$ cat config.mk
export PLATFORM = sky130hd
export DESIGN_NAME = e1_status_regs
export DESIGN_NICKNAME = d
export VERILOG_FILES = /design/src/e1s_pkg.sv /design/src/e1_status_regs.sv /design/src/event_latch8.sv
export VERILOG_INCLUDE_DIRS = /design/src
export SDC_FILE = /design/constraint.sdc
export NUM_CORES = 1
export LEC_CHECK = 0
export ABC_AREA = 1
export ABC_CLOCK_PERIOD_IN_PS = 2800
export BUFFER_PORTS_ARGS = -buffer_cell sky130_fd_sc_hd__clkbuf_2
export CAP_MARGIN = 0
export CELL_PAD_IN_SITES_DETAIL_PLACEMENT = 0
export CELL_PAD_IN_SITES_GLOBAL_PLACEMENT = 1
export CORE_MARGIN = 2
export CORE_UTILIZATION = 45
export CTS_BUF_LIST = sky130_fd_sc_hd__clkbuf_4 sky130_fd_sc_hd__clkbuf_8
export DETAILED_ROUTE_END_ITERATION = 16
export GPL_TIMING_DRIVEN = 0
export PLACE_DENSITY_LB_ADDON = 0.1
export SLEW_MARGIN = 25
export SYNTH_ARGS = -nofsm -noshare
export SYNTH_HDL_FRONTEND = slang
export SYNTH_SLANG_ARGS = --single-unit
$ cat constraint.sdc
create_clock -name clk -period 2.8 [get_ports clk]
set_input_delay 0.14 -clock clk [delete_from_list [all_inputs] [get_ports clk]]
set_output_delay 0.14 -clock clk [all_outputs]
set_load 0.1 [all_outputs]
$ cat src/e1s_consts.svh
// offsets, field positions, reset values and timing counts of the status block
`ifndef E1S_CONSTS_SVH
`define E1S_CONSTS_SVH

`define E1S_OFS_STATUS_A 8'h06
`define E1S_OFS_STATUS_B 8'h07
`define E1S_OFS_INFO 8'h08
`define E1S_OFS_IMR_A 8'h16
`define E1S_OFS_IMR_B 8'h17
`define E1S_OFS_SYNC 8'h1e
`define E1S_OFS_SUMMARY 8'h1f

`define E1S_IMR_RESET 8'h00
`define E1S_RDATA_RESET 8'h00

`define E1S_INFO_TX_FULL 7
`define E1S_INFO_TX_EMPTY 6
`define E1S_INFO_CLK_LOST 5
`define E1S_INFO_RX_FULL 4
`define E1S_INFO_RX_EMPTY 3
`define E1S_INFO_CRC_RESYNC 2
`define E1S_INFO_FAS_RESYNC 1
`define E1S_INFO_CAS_RESYNC 0

`define E1S_CLK_PERIOD_NS 40
`define E1S_RCLK_QUIET_NS 3000
`define E1S_RCLK_QUIET_CYC ((`E1S_RCLK_QUIET_NS + `E1S_CLK_PERIOD_NS - 1) / `E1S_CLK_PERIOD_NS)

`define E1S_CRC_WINDOW 10'd1000
`define E1S_CRC_ERR_LIMIT 10'd915
`define E1S_FAS_ERR_RUN 2'd3
`define E1S_CAS_ERR_RUN 2'd2

`endif

$ cat src/e1s_pkg.sv
// types shared by the status block, the host model and the bench
package e1s_pkg;

  // one host port access, all fields sampled on the same edge
  typedef struct packed {
    logic cs;
    logic wr;
    logic rd;
    logic [1:0] fs;
    logic [7:0] addr;
    logic [7:0] wdata;
  } host_req_t;

  // event and state inputs from one framer's receive/transmit logic
  typedef struct packed {
    logic [7:0] status_a;
    logic [7:0] status_b;
    logic tx_full;
    logic tx_empty;
    logic rx_full;
    logic rx_empty;
    logic crc_word;
    logic crc_err;
    logic fas_word;
    logic fas_err;
    logic cas_word;
    logic cas_err;
    logic fas_search;
    logic cas_search;
    logic crc_search;
    logic crc_mf_timeout;
    logic crc_sync_ok;
  } framer_ev_t;

endpackage : e1s_pkg

$ cat src/e1_status_regs.sv
// status, receive information and synchronizer registers of four framers
//
// Summary of operation
// - event bits latch high and stay until host clears them with a mask write; sync register excluded
// - after clearing, bit sets again on new event or while condition persists
// - mask bit one loads read value with current state and clears latch
// - mask bit zero holds read value and leaves latched event alone
// - synchronizer register is live, read only, needs no mask write
// - only the two alarm status registers drive the shared interrupt
// - each alarm status bit gated by matching interrupt mask bit
// - summary bit 2n is framer n status a, bit 2n+1 status b
// - transmit store full sets bit 7, empty sets bit 6
// - receive store full sets bit 4, empty sets bit 3
// - receive clock quiet about three microseconds sets bit 5
// - 915 errored CRC words of 1000 sets bit 2
// - three consecutive errored frame alignment words set bit 1
// - two consecutive errored multiframe alignment words set bit 0
// - sync register bits 2,1,0 show FAS, CAS, CRC4 searching
// - sync counter adds one on each 8 ms CRC4 search timeout
// - sync counter clears on CRC4 sync or when CRC4 mode off
// - sync counter wraps to zero past its maximum
`timescale 1ns/100ps
`include "e1s_consts.svh"
module e1_status_regs (
  input wire logic clk,
  input wire logic rst_n,
  input wire e1s_pkg::host_req_t host_req,
  output logic [7:0] host_rdata,
  input wire e1s_pkg::framer_ev_t framer_ev [4],
  input wire logic [3:0] rclk_pin,
  input wire logic [3:0] crc_mode_enable,
  output logic int_n
);

  localparam int QUIET_CYC = `E1S_RCLK_QUIET_CYC;
  localparam logic [6:0] QUIET_LIMIT = 7'(QUIET_CYC);

  // per-framer views, each element driven by one framer slice
  logic [7:0] lat_a [4];
  logic [7:0] lat_b [4];
  logic [7:0] lat_info [4];
  logic [7:0] rd_a [4];
  logic [7:0] rd_b [4];
  logic [7:0] rd_info [4];
  logic [7:0] imr_a_r [4];
  logic [7:0] imr_b_r [4];
  logic [7:0] sync_view [4];
  logic [7:0] summ_nxt;
  logic [7:0] summ_r;
  logic int_n_r;
  logic [7:0] rdata_r;
  logic [7:0] rdata_nxt;

  // host access decode, shared by all framers
  wire host_wr = host_req.cs & host_req.wr;
  wire host_rd = host_req.cs & host_req.rd;
  wire [1:0] sel_f = host_req.fs;

  genvar f;
  generate
    for (f = 0; f < 4; f++) begin : g_fr
      logic rclk_s1_r;
      logic rclk_s2_r;
      logic rclk_s3_r;
      logic [6:0] quiet_r;
      logic [6:0] quiet_nxt;
      logic [9:0] word_cnt_r;
      logic [9:0] err_cnt_r;
      logic crc_hit_r;
      logic [1:0] fas_run_r;
      logic fas_hit_r;
      logic [1:0] cas_run_r;
      logic cas_hit_r;
      logic [5:0] sync_cnt_r;
      logic [5:0] sync_cnt_nxt;

      wire fsel = host_wr & (sel_f == 2'(f));
      wire wr_a = fsel & (host_req.addr == `E1S_OFS_STATUS_A);
      wire wr_b = fsel & (host_req.addr == `E1S_OFS_STATUS_B);
      wire wr_info = fsel & (host_req.addr == `E1S_OFS_INFO);
      wire wr_imr_a = fsel & (host_req.addr == `E1S_OFS_IMR_A);
      wire wr_imr_b = fsel & (host_req.addr == `E1S_OFS_IMR_B);

      // receive clock edge taken from stages two and three differing; stage one feeds stage two alone
      wire rclk_edge = rclk_s2_r ^ rclk_s3_r;
      wire clk_lost = (quiet_r == QUIET_LIMIT);
      assign quiet_nxt = rclk_edge ? 7'h00 : (clk_lost ? quiet_r : quiet_r + 7'h01);

      // crc window: evaluate on the thousandth word, counting that word too
      wire crc_last = framer_ev[f].crc_word & (word_cnt_r == `E1S_CRC_WINDOW - 10'd1);
      wire [9:0] err_total = err_cnt_r + {9'h000, framer_ev[f].crc_err};
      wire fas_bad = framer_ev[f].fas_word & framer_ev[f].fas_err;
      wire cas_bad = framer_ev[f].cas_word & framer_ev[f].cas_err;

      // counter clears dominate the timeout; six bits wrap by themselves
      assign sync_cnt_nxt = (!crc_mode_enable[f] || framer_ev[f].crc_sync_ok) ? 6'h00 :
                            (framer_ev[f].crc_mf_timeout ? sync_cnt_r + 6'h01 :
                             sync_cnt_r);

      // receive clock synchroniser and quiet timer
      always_ff @(posedge clk) begin
        if (!rst_n) begin
          rclk_s1_r <= 1'b0;
          rclk_s2_r <= 1'b0;
          rclk_s3_r <= 1'b0;
          quiet_r <= 7'h00;
        end else begin
          rclk_s1_r <= rclk_pin[f];
          rclk_s2_r <= rclk_s1_r;
          rclk_s3_r <= rclk_s2_r;
          quiet_r <= quiet_nxt;
        end
      end

      // crc code word window of 1000, threshold 915
      always_ff @(posedge clk) begin
        if (!rst_n) begin
          word_cnt_r <= 10'h000;
          err_cnt_r <= 10'h000;
          crc_hit_r <= 1'b0;
        end else begin
          crc_hit_r <= crc_last & (err_total >= `E1S_CRC_ERR_LIMIT);
          if (crc_last) begin
            word_cnt_r <= 10'h000;
            err_cnt_r <= 10'h000;
          end else if (framer_ev[f].crc_word) begin
            word_cnt_r <= word_cnt_r + 10'h001;
            err_cnt_r <= err_total;
          end
        end
      end

      // consecutive alignment word error runs; a good word restarts the run
      always_ff @(posedge clk) begin
        if (!rst_n) begin
          fas_run_r <= 2'h0;
          fas_hit_r <= 1'b0;
          cas_run_r <= 2'h0;
          cas_hit_r <= 1'b0;
        end else begin
          fas_hit_r <= fas_bad & (fas_run_r == `E1S_FAS_ERR_RUN - 2'd1);
          cas_hit_r <= cas_bad & (cas_run_r == `E1S_CAS_ERR_RUN - 2'd1);
          if (framer_ev[f].fas_word) begin
            fas_run_r <= (fas_bad && fas_run_r != `E1S_FAS_ERR_RUN - 2'd1) ? fas_run_r + 2'd1 : 2'd0;
          end
          if (framer_ev[f].cas_word) begin
            cas_run_r <= (cas_bad && cas_run_r != `E1S_CAS_ERR_RUN - 2'd1) ? cas_run_r + 2'd1 : 2'd0;
          end
        end
      end

      // sync counter and interrupt masks
      always_ff @(posedge clk) begin
        if (!rst_n) begin
          sync_cnt_r <= 6'h00;
          imr_a_r[f] <= `E1S_IMR_RESET;
          imr_b_r[f] <= `E1S_IMR_RESET;
        end else begin
          sync_cnt_r <= sync_cnt_nxt;
          if (wr_imr_a) begin
            imr_a_r[f] <= host_req.wdata;
          end
          if (wr_imr_b) begin
            imr_b_r[f] <= host_req.wdata;
          end
        end
      end

      // live synchronizer view; counter bit 1 is not brought out
      assign sync_view[f] = {sync_cnt_r[5:2], sync_cnt_r[0], framer_ev[f].fas_search,
                             framer_ev[f].cas_search, framer_ev[f].crc_search};

      // summary bits: status a at 2n, status b at 2n+1
      assign summ_nxt[2*f] = |(lat_a[f] & imr_a_r[f]);
      assign summ_nxt[2*f+1] = |(lat_b[f] & imr_b_r[f]);

      event_latch8 u_lat_a (
        .clk(clk),
        .rst_n(rst_n),
        .set_ev(framer_ev[f].status_a),
        .mask_stb(wr_a),
        .mask(host_req.wdata),
        .latched(lat_a[f]),
        .read_val(rd_a[f])
      );

      event_latch8 u_lat_b (
        .clk(clk),
        .rst_n(rst_n),
        .set_ev(framer_ev[f].status_b),
        .mask_stb(wr_b),
        .mask(host_req.wdata),
        .latched(lat_b[f]),
        .read_val(rd_b[f])
      );

      // receive information events, store slips taken straight from the stores
      event_latch8 u_lat_info (
        .clk(clk),
        .rst_n(rst_n),
        .set_ev({framer_ev[f].tx_full, framer_ev[f].tx_empty, clk_lost,
                 framer_ev[f].rx_full, framer_ev[f].rx_empty, crc_hit_r,
                 fas_hit_r, cas_hit_r}),
        .mask_stb(wr_info),
        .mask(host_req.wdata),
        .latched(lat_info[f]),
        .read_val(rd_info[f])
      );

    end
  endgenerate

  // read mux: latched registers return the captured read value, sync view is live
  assign rdata_nxt = (host_req.addr == `E1S_OFS_STATUS_A) ? rd_a[sel_f] :
                     (host_req.addr == `E1S_OFS_STATUS_B) ? rd_b[sel_f] :
                     (host_req.addr == `E1S_OFS_INFO) ? rd_info[sel_f] :
                     (host_req.addr == `E1S_OFS_IMR_A) ? imr_a_r[sel_f] :
                     (host_req.addr == `E1S_OFS_IMR_B) ? imr_b_r[sel_f] :
                     (host_req.addr == `E1S_OFS_SYNC) ? sync_view[sel_f] :
                     (host_req.addr == `E1S_OFS_SUMMARY) ? summ_r : 8'h00;

  // read data and shared interrupt, both registered
  always_ff @(posedge clk) begin
    if (!rst_n) begin
      rdata_r <= `E1S_RDATA_RESET;
      summ_r <= 8'h00;
      int_n_r <= 1'b1;
    end else begin
      if (host_rd) begin
        rdata_r <= rdata_nxt;
      end
      summ_r <= summ_nxt;
      int_n_r <= ~|summ_nxt;
    end
  end

  assign host_rdata = rdata_r;
  assign int_n = int_n_r;
endmodule : e1_status_regs

$ cat src/event_latch8.sv
// eight sticky event bits with mask-write read capture
`timescale 1ns/100ps
module event_latch8 (
  input wire logic clk,
  input wire logic rst_n,
  input wire logic [7:0] set_ev,
  input wire logic mask_stb,
  input wire logic [7:0] mask,
  output logic [7:0] latched,
  output logic [7:0] read_val
);

  logic [7:0] latched_r;
  logic [7:0] latched_nxt;
  logic [7:0] read_r;
  logic [7:0] read_nxt;
  logic [7:0] cur_state;

  // current event state seen by a mask write: sticky bit or event this cycle
  assign cur_state = latched_r | set_ev;
  // masked bits clear, but an event in the same cycle wins
  assign latched_nxt = mask_stb ? ((latched_r & ~mask) | set_ev) : cur_state;
  // only masked bits of the read value move
  assign read_nxt = mask_stb ? ((read_r & ~mask) | (cur_state & mask)) : read_r;

  // state update
  always_ff @(posedge clk) begin
    if (!rst_n) begin
      latched_r <= 8'h00;
      read_r <= 8'h00;
    end else begin
      latched_r <= latched_nxt;
      read_r <= read_nxt;
    end
  end

  assign latched = latched_r;
  assign read_val = read_r;
endmodule : event_latch8

==> reports/summary.txt <==
Syn Area/Cell: 7.68 sq um
Fin crit period: 2.45 ns
Fill cells: 4166
EDFF count, synth: 64
Peak Freq: 0.408 GHz
Core box area: 44200 sq um
Fin. max-slew vios: 0
Vias/cell: 5.32
Overflow left after global routing: 0
Worst-path fanout max: 10
CTS sink cnt: 445
Sw Ratio: 26.0%
Final WL: 68400 um
Synthesized area: 20200 sq um
Crit. End Element: register
Post-synth cell types: 48
Int Power: 10900 uW
Max-cap check violation count: 0
Synth Instances: 2629
Crit path launch type: input pin
Syn nets: 2813
Hold crit path type: in2reg
Reg power frac: 46.4%
Core Rows: 77
Dominant cell type by area after synthesis: dfxtp_1
Detail Route Antenna Nets: 0
Placed instance area: 21700 sq um
Top-area cell type share of the netlist area: 37.8%
Initial antenna violation count: 5
Register bit count reported by yosys: 445
Clock power share: 44.6%
DRT iter0 DRCs: 1424
GR Util All Layers: 29.2%
H-tree depth: 3
Fraction of registers with async set/reset: 0%
# IOs: 164
Setup Buffers After CTS: 0
Maximum vdd ir drop: 0.000450 V
Main synth FF type: dfxtp_1
Most common cell in the netlist: nand2_1
Clk Latency, worst-skew pair: 0.67 ns
Critical Path Max Stage Delay: 0.83 ns
Final instance area: 24900 sq um
Synth area leaders: dfxtp_1 (38%), nand2_1 (12%), edfxtp_1 (9.5%)
RSZ-0062 raised after global routing: false
Nets: 3193
Crit path max-delay cell type: buf_1
Yosys warns: 0
Via count: 19500
Via count of the first global-routing pass: 18800
Area Overhead vs Synth: 23.4%
Relative slew slack: 28.4%
Total DRC errors in the routed layout: 0
Sequential fraction of the synthesis area: 47.3%
CTS max path bufs: 3
CP cell instances: clkbuf_2 > clkbuf_1 > buf_2 > buf_1 > o211ai_1 > dlygate4sd3_1 > inv_1
RePlAce Congestion: 0.914
Clock Skews: 0.0218 ns
Comb power frac: 9.0%
Leakage: 0.0104 uW
Slew @ Worst Pin: 1.07 ns
CP Class: in2reg
Die X: 216 um
Initial Util: 45.6%
Net Sw Power: 3840 uW
Clock-pin slew on the worst setup and hold paths: 0.06 ns
WL per Instance: 18.6 um
First-pass iteration count of the detailed router: 5
Root buf cell: clkbuf_8
PortBufs: 153
Share of cells above drive strength 1: 15.3%
DP Wirelength: 50100 um
Final hold vios: 0
Power, Total: 14800 uW
Post-synth top cells: nand2_1 (649), dfxtp_1 (381), inv_1 (283), nor2_1 (226), a21oi_1 (207)
Die Span Y: 216 um
Part of the cycle the worst path needs: 87.6%
Final Core Density: 56.3%
TritonCTS Buffers: 80
P per Cell Area: 593 nW/um^2
Worst Path Required: 3.41 ns
Final setup violation count: 0
CTS tree: built
Pin count of the biggest net entering global routing: 12
Die footprint: 46600 sq um
Status: finished, final reports clean
Crit path DAT: 3.07 ns
First-pass GRT wire length: 104000 um
Hold WS: 0.0540 ns
[logic make-up (layout without fill, tap and decap cells)]
family | Yosys count | after routing | synth area share [%]
multiplexers | 1 | 1 | 0.0558
flip-flops | 445 | 445 | 47.3
buffers and inverters | 395 | 841 | 7.77
AO/OA/AOI/OAI | 457 | 457 | 13.6
AND/OR/NAND/NOR | 1250 | 1250 | 27.2
adder cells (fa/ha/maj) | 29 | 29 | 1.80
other | 0 | 3 | 0
XOR/XNOR | 52 | 52 | 2.26
[path summary, 6_finish.rpt]
path,slack (ns),start,cells past startpoint,to
worst max-delay path,0.35,rst_n,7,g_fr[3].u_lat_b.latched[3]
worst min-delay path,0.05,host_req[3],4,g_fr[3].u_lat_info.latched[3]
worst max register to register,0.95,imr_b_r[3][0],7,int_n
worst min register to register,0.42,g_fr[1].rclk_s1_r,2,g_fr[1].rclk_s2_r
[final cells by class]
type                       count  area, sq um  share of cell area [%]
sequential                   445         9550                    38.4
multi-input combinational   1789         9060                    36.4
timing repair buffer         298         2210                    8.89
clock buffer                 127         1640                    6.57
inverter                     296         1110                    4.47
tap                          592          741                    2.98
buffer                        99          455                    1.83
clock inverter                21          119                   0.477
antenna                        3         7.51                  0.0302
[what timing repair did]
| action | CTS | global route |
|---|---|---|
| setup endpoints to repair | 0 | 0 |
| hold endpoints to repair | 249 | 0 |
| gates resized for setup | 0 | 0 |
| hold buffers | 144 | 0 |
[worst max-delay path: cells and delay by family]
family / cells / cell delay, ns
buf+inv: 6 / 2.70
compound gates: 1 / 0.19
[placed cells by master, fill, tap and decap left out, types with 69 or more instances in the layout]
cell type	instances
clkbuf_2	153
a21oi_1	207
nand2_1	649
clkbuf_8	109
o211ai_1	97
nor2_1	226
o21ai_0	69
nand3_1	132
dfxtp_1	381
inv_1	283
or2_2	107
dlygate4sd3_1	144
[through the flow]
step | worst slack, ns | setup TNS [ns] | instances
floorplan | 1.02 | 0 | 2629
global placement | -0.231 | -7.65 | 3374
detailed placement | 0.0497 | 0 | 3375
CTS | 0.428 | 0 | 3667
global route | 0.357 | 0 | 3668
finish | 0.347 | 0 | 3670
[metal layers]
metal  track usage [%]  up-vias  share of wire, %
met5                 0        -             0.057
met2              50.2      679                48
li1                  -     9448                 -
met3              5.30      180               6.4
met1              35.6     9205                41
met4              13.0        6               4.5
[power groups by stage]
stage          Clock, uW  Sequential (uW)  Combinational (uW)
2_1_floorplan          0             6960                 653
3_3_place_gp           0             6980                1130
3_5_place_dp           0             6990                1150
4_1_cts             6680             6850                1320
5_1_grt             6980             6870                1450
6_report            6580             6860                1330
Note: power is estimated with default switching activity, not from simulation.
